==> config.mk <==
export PLATFORM = sky130hd
export DESIGN_NAME = rtt_top
export DESIGN_NICKNAME = d
export VERILOG_FILES = /design/src/rtl/rtt_sync.v /design/src/rtl/rtt_top.v
export VERILOG_INCLUDE_DIRS = /design/src /design/src/rtl
export SDC_FILE = /design/constraint.sdc
export NUM_CORES = 1
export LEC_CHECK = 0
export ABC_AREA = 1
export BUFFER_PORTS_ARGS = -buffer_cell sky130_fd_sc_hd__buf_2
export CORE_MARGIN = 3
export CORE_UTILIZATION = 48
export CTS_BUF_LIST = sky130_fd_sc_hd__clkbuf_4 sky130_fd_sc_hd__clkbuf_8 sky130_fd_sc_hd__clkbuf_16
export DETAILED_ROUTE_END_ITERATION = 16
export GPL_TIMING_DRIVEN = 1
export PLACE_DENSITY_LB_ADDON = 0.3
export SLEW_MARGIN = 20
export SYNTH_ARGS = -nofsm -noshare
export SYNTH_HDL_FRONTEND = slang
export SYNTH_HIERARCHICAL = 1
export SYNTH_SLANG_ARGS = --single-unit
==> constraint.sdc <==
create_clock -name ref_clk -period 2.9 [get_ports ref_clk]
set_input_delay 0.435 -clock ref_clk [delete_from_list [all_inputs] [get_ports ref_clk]]
set_output_delay 0.435 -clock ref_clk [all_outputs]
set_load 0.005 [all_outputs]
==> src/rtl/rtt_consts.vh <==
// Register map, field positions, reset values and counts for the RTC block
`ifndef RTT_CONSTS_VH
`define RTT_CONSTS_VH

// Register byte offsets, one aligned word each
`define RTT_OFS_OSC_CFG 8'h00
`define RTT_OFS_CAL_CNT 8'h04
`define RTT_OFS_CAL_CTL 8'h08
`define RTT_OFS_FLAGS 8'h0C
`define RTT_OFS_MODE 8'h10
`define RTT_OFS_MATCH 8'h14
`define RTT_OFS_SUB_SEC 8'h18
`define RTT_OFS_TWO_SEC 8'h1C
`define RTT_OFS_DAY 8'h20

// Oscillator configuration fields
`define RTT_CFG_PIN 7
`define RTT_CFG_SRC 2
`define RTT_CFG_INT_PON 1
`define RTT_CFG_EXT_PON 0
`define RTT_RST_SRC 1'b0
`define RTT_RST_INT_PON 1'b1
`define RTT_RST_EXT_PON 1'b0

// Calibration control fields
`define RTT_CAL_PAUSED 1
`define RTT_CAL_EN 0
`define RTT_CAL_W 12
`define RTT_CAL_PERIODS 3'h5
`define RTT_CAL_MAX 12'hFFF

// Flag register fields
`define RTT_FLG_MATCH 7
`define RTT_FLG_PERIOD 6
`define RTT_FLG_MATCH_CLR 5
`define RTT_FLG_PERIOD_CLR 4

// Mode register fields
`define RTT_MOD_LOAD_DAY 7
`define RTT_MOD_LOAD_SEC 6
`define RTT_MOD_MATCH_EN 5
`define RTT_MOD_PERIOD_EN 4
`define RTT_MOD_SKIP_LSB 3
`define RTT_MOD_PSEL_HI 2
`define RTT_MOD_PSEL_LO 0
`define RTT_RST_PSEL 3'h2

// Counter widths and wrap points
`define RTT_DAY_W 14
`define RTT_SUB_LAST 16'hFFFF
`define RTT_TWO_SEC_LAST 16'hA8BF
`define RTT_PER_BASE 32'h00001000
`define RTT_SKIP_MASK 32'hFFFFFFFE

`endif

==> src/rtl/rtt_sync.v <==
// Two-stage synchroniser for asynchronous levels
`timescale 1ns/1ps
module rtt_sync #(
  parameter W = 1
) (
  // Clock and control
  input wire ref_clk,
  input wire sys_rst,
  input wire clk_en,
  // Levels
  input wire [W-1:0] async_in,
  output reg [W-1:0] sync_out
);

  reg [W-1:0] meta_r;

  always @(posedge ref_clk) begin
    if (sys_rst) begin
      meta_r <= {W{1'b0}};
      sync_out <= {W{1'b0}};
    end else if (clk_en) begin
      meta_r <= async_in;
      sync_out <= meta_r;
    end
  end

endmodule

==> src/rtl/rtt_top.v <==
// RTC with slow-clock control, calibration counter and AHB-Lite registers
// What this block does
// - Source select bit picks external or internal
// - Bit one powers internal slow oscillator
// - Bit zero powers external slow oscillator
// - Bit seven shows slow clock level
// - Count main cycles over five slow periods
// - Calibration runs only while enable set
// - Paused bit high unless count running
// - Match flag set on trigger event
// - Period flag set when interval elapses
// - Match clear reads one when disabled
// - Period clear reads one when disabled
// - Load bit copies 14 bits to days
// - Load bit presets both second counters
// - Mode bit five enables match trigger
// - Mode bit four enables period timing
// - Skip bit ignores match value LSB
// - Period code selects 0.125 to 16 s
// - Match both halves sets match flag
// - Each elapsed interval sets period flag
// - Day count in low 14 bits
`timescale 1ns/1ps
`include "rtt_consts.vh"
module rtt_top (
  // Clock, reset, enable
  input wire ref_clk,
  input wire sys_rst,
  input wire clk_en,
  // AHB-Lite slave
  input wire hsel,
  input wire [31:0] haddr,
  input wire [1:0] htrans,
  input wire hwrite,
  input wire [2:0] hsize,
  input wire [31:0] hwdata,
  input wire hready,
  output wire hreadyout,
  output wire hresp,
  output reg [31:0] hrdata,
  // Slow oscillators
  input wire int_slow_clk,
  input wire ext_slow_clk,
  output wire internal_slow_osc_power,
  output wire external_slow_osc_power,
  output wire slow_clock_source_select,
  // Event flags
  output wire match_event_flag,
  output wire period_event_flag
);

  // Configuration and mode state
  reg src_sel_r;
  reg int_pon_r;
  reg ext_pon_r;
  reg cal_en_r;
  reg match_en_r;
  reg period_en_r;
  reg skip_lsb_r;
  reg [2:0] period_sel_r;
  reg [31:0] match_value_r;
  reg match_flag_r;
  reg period_flag_r;

  // Counters
  reg [15:0] sub_sec_r;
  reg [15:0] two_sec_r;
  reg [`RTT_DAY_W-1:0] day_r;

  // Calibration state
  reg [`RTT_CAL_W-1:0] cal_cnt_r;
  reg [`RTT_CAL_W-1:0] cal_res_r;
  reg [2:0] cal_edges_r;
  reg cal_run_r;

  // Bus pipeline
  reg wr_pend_r;
  reg [7:0] wr_addr_r;

  // Slow clock path
  reg slow_prev_r;
  wire slow_raw;
  wire slow_sync;
  wire slow_tick;

  assign slow_clock_source_select = src_sel_r;
  assign internal_slow_osc_power = int_pon_r;
  assign external_slow_osc_power = ext_pon_r;
  assign match_event_flag = match_flag_r;
  assign period_event_flag = period_flag_r;

  // Stalled transfers wait while the clock enable is low
  assign hreadyout = clk_en;
  assign hresp = 1'b0;

  // Selected and powered source
  assign slow_raw = src_sel_r ? (ext_slow_clk & ext_pon_r)
                              : (int_slow_clk & int_pon_r);

  rtt_sync #(
    .W(1)
  ) u_slow_sync (
    .ref_clk(ref_clk),
    .sys_rst(sys_rst),
    .clk_en(clk_en),
    .async_in(slow_raw),
    .sync_out(slow_sync)
  );

  always @(posedge ref_clk) begin
    if (sys_rst) begin
      slow_prev_r <= 1'b0;
    end else if (clk_en) begin
      slow_prev_r <= slow_sync;
    end
  end

  // A source or power switch while high can fake one tick
  assign slow_tick = slow_sync & ~slow_prev_r;

  // Counter next values
  wire sub_wrap = (sub_sec_r == `RTT_SUB_LAST);
  wire two_wrap = (two_sec_r == `RTT_TWO_SEC_LAST);
  wire [15:0] sub_inc = sub_sec_r + 16'h0001;
  wire [15:0] two_inc = two_wrap ? 16'h0000 : two_sec_r + 16'h0001;
  wire [15:0] two_step = sub_wrap ? two_inc : two_sec_r;
  wire [31:0] time_nxt = {two_step, sub_inc};
  wire day_carry = slow_tick & sub_wrap & two_wrap;

  // Period detection on the stepped time
  wire [31:0] per_mask = (`RTT_PER_BASE << period_sel_r) - 32'h1;
  wire period_hit = slow_tick & period_en_r
                    & ((time_nxt & per_mask) == 32'h0);

  // Match detection on the stepped time
  wire [31:0] cmp_mask = skip_lsb_r ? `RTT_SKIP_MASK : 32'hFFFFFFFF;
  wire match_hit = slow_tick & match_en_r
                   & (((time_nxt ^ match_value_r) & cmp_mask)
                      == 32'h0);

  // Bus address phase
  // Only whole words; hsize is not decoded
  wire addr_ok = hsel & hready & htrans[1];
  wire [7:0] a_ofs = haddr[7:0];

  // Bus data phase write strobes
  wire wr_go = wr_pend_r & clk_en;
  wire wr_cfg = wr_go & (wr_addr_r == `RTT_OFS_OSC_CFG);
  wire wr_cal = wr_go & (wr_addr_r == `RTT_OFS_CAL_CTL);
  wire wr_flg = wr_go & (wr_addr_r == `RTT_OFS_FLAGS);
  wire wr_mod = wr_go & (wr_addr_r == `RTT_OFS_MODE);
  wire wr_mat = wr_go & (wr_addr_r == `RTT_OFS_MATCH);

  wire load_day = wr_mod & hwdata[`RTT_MOD_LOAD_DAY];
  wire load_sec = wr_mod & hwdata[`RTT_MOD_LOAD_SEC];
  wire clr_match = wr_flg & match_en_r & hwdata[`RTT_FLG_MATCH_CLR];
  wire clr_period = wr_flg & period_en_r & hwdata[`RTT_FLG_PERIOD_CLR];

  always @(posedge ref_clk) begin
    if (sys_rst) begin
      wr_pend_r <= 1'b0;
      wr_addr_r <= 8'h00;
    end else if (clk_en) begin
      if (hready) begin
        wr_pend_r <= addr_ok & hwrite;
        wr_addr_r <= a_ofs;
      end
    end
  end

  // Software-written registers
  always @(posedge ref_clk) begin
    if (sys_rst) begin
      src_sel_r <= `RTT_RST_SRC;
      int_pon_r <= `RTT_RST_INT_PON;
      ext_pon_r <= `RTT_RST_EXT_PON;
      cal_en_r <= 1'b0;
      match_en_r <= 1'b0;
      period_en_r <= 1'b0;
      skip_lsb_r <= 1'b0;
      period_sel_r <= `RTT_RST_PSEL;
      match_value_r <= 32'h00000000;
    end else if (clk_en) begin
      if (wr_cfg) begin
        src_sel_r <= hwdata[`RTT_CFG_SRC];
        int_pon_r <= hwdata[`RTT_CFG_INT_PON];
        ext_pon_r <= hwdata[`RTT_CFG_EXT_PON];
      end
      if (wr_cal) begin
        cal_en_r <= hwdata[`RTT_CAL_EN];
      end
      if (wr_mod) begin
        match_en_r <= hwdata[`RTT_MOD_MATCH_EN];
        period_en_r <= hwdata[`RTT_MOD_PERIOD_EN];
        skip_lsb_r <= hwdata[`RTT_MOD_SKIP_LSB];
        period_sel_r <= hwdata[`RTT_MOD_PSEL_HI:`RTT_MOD_PSEL_LO];
      end
      if (wr_mat) begin
        match_value_r <= hwdata;
      end
    end
  end

  // Event flags, a new event wins over a clear
  always @(posedge ref_clk) begin
    if (sys_rst) begin
      match_flag_r <= 1'b0;
      period_flag_r <= 1'b0;
    end else if (clk_en) begin
      if (match_hit) begin
        match_flag_r <= 1'b1;
      end else if (clr_match) begin
        match_flag_r <= 1'b0;
      end
      if (period_hit) begin
        period_flag_r <= 1'b1;
      end else if (clr_period) begin
        period_flag_r <= 1'b0;
      end
    end
  end

  // Time counters; a load overrides a tick in the same cycle
  always @(posedge ref_clk) begin
    if (sys_rst) begin
      sub_sec_r <= 16'h0000;
      two_sec_r <= 16'h0000;
      day_r <= {`RTT_DAY_W{1'b0}};
    end else if (clk_en) begin
      if (load_sec) begin
        two_sec_r <= match_value_r[31:16];
        sub_sec_r <= match_value_r[15:0];
      end else if (slow_tick) begin
        sub_sec_r <= sub_inc;
        two_sec_r <= two_step;
      end
      if (load_day) begin
        day_r <= match_value_r[`RTT_DAY_W-1:0];
      end else if (day_carry & ~load_sec) begin
        day_r <= day_r + {{(`RTT_DAY_W-1){1'b0}}, 1'b1};
      end
    end
  end

  // Calibration window end, unit step and saturation
  wire cal_last = cal_run_r & (cal_edges_r == `RTT_CAL_PERIODS - 3'h1);
  wire [`RTT_CAL_W-1:0] cal_one = {{(`RTT_CAL_W-1){1'b0}}, 1'b1};
  wire cal_sat = (cal_cnt_r == `RTT_CAL_MAX);

  // Calibration: main cycles between first and sixth slow edge
  always @(posedge ref_clk) begin
    if (sys_rst) begin
      cal_cnt_r <= {`RTT_CAL_W{1'b0}};
      cal_res_r <= {`RTT_CAL_W{1'b0}};
      cal_edges_r <= 3'h0;
      cal_run_r <= 1'b0;
    end else if (clk_en) begin
      if (!cal_en_r) begin
        cal_run_r <= 1'b0;
        cal_edges_r <= 3'h0;
        cal_cnt_r <= {`RTT_CAL_W{1'b0}};
      end else if (slow_tick) begin
        if (cal_last) begin
          cal_res_r <= cal_cnt_r;
          cal_edges_r <= 3'h0;
        end else if (cal_run_r) begin
          cal_edges_r <= cal_edges_r + 3'h1;
        end
        if (cal_last) begin
          cal_cnt_r <= cal_one;
        end else if (cal_run_r && !cal_sat) begin
          cal_cnt_r <= cal_cnt_r + cal_one;
        end else if (!cal_run_r) begin
          cal_cnt_r <= cal_one;
        end
        cal_run_r <= 1'b1;
      end else if (cal_run_r && !cal_sat) begin
        cal_cnt_r <= cal_cnt_r + cal_one;
      end
    end
  end

  // Read data, registered in the address phase
  reg [31:0] rd_mux;
  always @* begin
    rd_mux = 32'h00000000;
    case (a_ofs)
      `RTT_OFS_OSC_CFG: begin
        rd_mux[`RTT_CFG_PIN] = slow_sync;
        rd_mux[`RTT_CFG_SRC] = src_sel_r;
        rd_mux[`RTT_CFG_INT_PON] = int_pon_r;
        rd_mux[`RTT_CFG_EXT_PON] = ext_pon_r;
      end
      `RTT_OFS_CAL_CNT: begin
        rd_mux[`RTT_CAL_W-1:0] = cal_res_r;
      end
      `RTT_OFS_CAL_CTL: begin
        rd_mux[`RTT_CAL_PAUSED] = ~cal_run_r;
        rd_mux[`RTT_CAL_EN] = cal_en_r;
      end
      `RTT_OFS_FLAGS: begin
        rd_mux[`RTT_FLG_MATCH] = match_flag_r;
        rd_mux[`RTT_FLG_PERIOD] = period_flag_r;
        rd_mux[`RTT_FLG_MATCH_CLR] = ~match_en_r;
        rd_mux[`RTT_FLG_PERIOD_CLR] = ~period_en_r;
      end
      `RTT_OFS_MODE: begin
        rd_mux[`RTT_MOD_MATCH_EN] = match_en_r;
        rd_mux[`RTT_MOD_PERIOD_EN] = period_en_r;
        rd_mux[`RTT_MOD_SKIP_LSB] = skip_lsb_r;
        rd_mux[`RTT_MOD_PSEL_HI:`RTT_MOD_PSEL_LO] = period_sel_r;
      end
      `RTT_OFS_MATCH: begin
        rd_mux = match_value_r;
      end
      `RTT_OFS_SUB_SEC: begin
        rd_mux[15:0] = sub_sec_r;
      end
      `RTT_OFS_TWO_SEC: begin
        rd_mux[15:0] = two_sec_r;
      end
      `RTT_OFS_DAY: begin
        rd_mux[`RTT_DAY_W-1:0] = day_r;
      end
      default: begin
        rd_mux = 32'h00000000;
      end
    endcase
  end

  always @(posedge ref_clk) begin
    if (sys_rst) begin
      hrdata <= 32'h00000000;
    end else if (clk_en) begin
      if (addr_ok & ~hwrite) begin
        hrdata <= rd_mux;
      end
    end
  end

endmodule
==> impl_metrics.ini <==
[run_status]
status = finished, final reports clean

[global_route]
grt_pass1_vias = 8847
grt.overflow.total = 0
grt_pass1_wl_mm = 46.5
grt_use_total_pct = 28.6
antenna_found_initial = 0
grt_max_degree = 75

[route]
antenna_left = 0
vias_per_cell = 5.80
vias = 9741
wl_per_cell_um = 17.7
drtIter0Drc = 1068
drcViolationCount = 0
wirelength_mm = 29.7
dr.pass1.iters = 6

[pwr]
ir_drop_mv = 0.431
power_frac_clock_pct = 47.5
power.static_leakage_nw = 4.08
seq_power_share_pct = 46.0
sw_frac_of_total_pct = 27.7
p_switching_mw = 1.38
combPwrFrac_pct = 6.6
intPower_mw = 3.61
powerDensity_mw_per_mm2 = 485
p_total_mw = 5.00

[sta]
setup_viol = 0
min_period_over_period_pct = 92.1
slew_viol_final = 0
fmax_mhz = 375
max_slew_margin_pct = 28.2
rsz0062_at_grt = false
tns_ns = 0
period_needed_ns = 2.67
fin_ws_ns = 0.230
finClkSkew_ns = 0.0104
worst_pin_slew_ns = 1.08
hold_violations = 0

[setup_path]
r2r_cells = 13
cp_data_arrival_time_ns = 3.04
reg2reg_to = sub_sec_r[9]
worstSetupEndpointType = flop
start_kind = flop
r2r_setup_slack_ns = 0.23
required_ns = 3.27
critPathKind = flop to flop
r2r_start = wr_addr_r[0]
cp_max_fo = 23

[synth]
synth_top_area_cell = dfxtp_1
synth-main-ff-cell = dfxtp_1
async_reset_ff_share_pct = 0
ys_types = 51
syn_avg_cell_area_um2 = 6.62
yosys-top-cells-area = dfxtp_1 (36%), nand2_1 (13%), a21oi_1 (8.5%), o21ai_0 (7.5%), inv_1 (5.8%)
syn_area_mm2 = 0.00912
synth_edf_count = 0
synth.top_cell.area_share_pct = 35.5
yosysSeqAreaShare_pct = 35.5
yosysWarningCount = 6
syn_inst = 1379
post-synth-top-count-cell = nand2_1
syn-num-nets = 1463
synth-seq-cells = 162
synth_common_cells = nand2_1 (323), dfxtp_1 (162), a21oi_1 (155)

[floorplan]
initial_core_util_pct = 49.8
fp-row-count = 49
ioPinCount = 116
dieArea_mm2 = 0.0207
die_x_um = 144
fp.dieH_um = 144
coreArea_mm2 = 0.0183

[final_layout]
drive_gt1_share_pct = 11.7
final_cell_area_mm2 = 0.0103
nFillCells = 1823
layout.nets = 1522
fin_util_pct = 56.3
diodes = 0
area_delta_synth_final_pct = 13.0

[clock_tree]
clk_latency_ns = 0.45
cts.sinks = 162
cts_made_buffers = 17
clkTransAtPathRegs_ns = 0.07
htreeDepth = 4
ctsLongestPathBuffers = 2
cts-root-buf = clkbuf_16
tritoncts = yes

[hold_path]
min-delay-path-class = input port to flop
min_delay_path_depth = 3
min_from = haddr[6]
hold_end = wr_addr_r[6]

[place]
routabilityCongestion = 0.990
placed_area_mm2 = 0.00969
portBuffers = 86
dp_slack_ns = 0.197
hpwl_mm = 21.0

[flow_run]
drv_cap = 0
through the flow:
stage               std cells  hold slack [ns]
floorplan                1379            0.444
global placement         1648            0.452
detailed placement       1648            0.452
CTS                      1680            0.226
global route             1680            0.243
finish                   1680            0.230
placed cells by master (no fill, tap or decap), types with 10 or more instances in the layout:
cell	instances
a211oi_1	17
a21oi_1	155
a221oi_1	19
a31oi_1	10
buf_2	86
buf_4	18
clkbuf_16	17
dfxtp_1	162
inv_1	141
nand2_1	323
nand3_1	96
nand4_1	25
nor2_1	108
nor3_1	16
o21ai_0	137
o22ai_1	14
xor2_1	18
layout make-up:
class | instances | area [µm²] | area share (%)
inverters | 154 | 581 | 5.63
clock inverters | 15 | 193 | 1.87
repair buffers | 105 | 586 | 5.68
well taps | 229 | 287 | 2.78
clock buffers | 17 | 425 | 4.13
flip-flops and latches | 162 | 3240 | 31.4
multi-input cells | 998 | 5000 | 48.5
state kept, by name (all words and copies together) (netlist names), 3 cells and up:
signal         cells
cal_cnt_r         12
cal_edges_r        3
cal_res_r         12
day_r             14
hrdata            32
match_value_r     32
period_sel_r       3
sub_sec_r         16
two_sec_r         16
wr_addr_r          8
cell families after synthesis:
logic type	count (synthesis)	share of synthesized area (%)
simple gates	596	28.3
compound gates	371	22.7
buf+inv	219	9.74
flops	162	35.5
xor+xnor	23	2.67
fa+ha+maj	7	0.960
other cells	1	0.0411
timing repair:
action / in CTS / in global routing
hold buffers: 0 / 0
endpoints found under the setup margin: 0 / 11
buffers inserted: 0 / 0
resized for setup: 0 / 2
critical path: stages, from the launching register on:
cell and delay (ns):
dfxtp_1 0.31, nor2_1 0.13, nand2_1 0.15, nor2_1 0.15, nand4_2 0.16, nor2_4 0.23, inv_2 0.21, nand2_1 0.12
nand2_2 0.28, inv_4 0.33, o21ai_0 0.17, a21oi_1 0.19, a21oi_1 0.06, nor2_1 0.09
metal layers:
layer	GRT usage, %	share of wire [%]
met2	44.6	45
met3	6.72	9.1
met5	0	0
met1	39.1	43
met4	9.71	2.8
power groups by stage:
stage	clock network [mW]	logic, mW	registers (mW)
2_1_floorplan	0	0.214	2.33
3_3_place_gp	0	0.314	2.35
3_5_place_dp	0	0.320	2.35
4_1_cts	2.38	0.322	2.29
5_1_grt	2.48	0.364	2.30
6_report	2.37	0.328	2.30
worst max-delay path by stage:
stage,startpoint,endpoint,slack (ns),depth (start not counted)
floorplan,sub_sec_r[0],day_r[8],0.98,12
global placement,clk_en,two_sec_r[8],0.25,13
detailed placement,clk_en,sub_sec_r[9],0.20,13
CTS,wr_addr_r[0],sub_sec_r[9],0.13,13
global route,wr_addr_r[0],two_sec_r[14],0.01,13
finish,wr_addr_r[0],sub_sec_r[9],0.23,13
(Power assumes the default switching activity.)
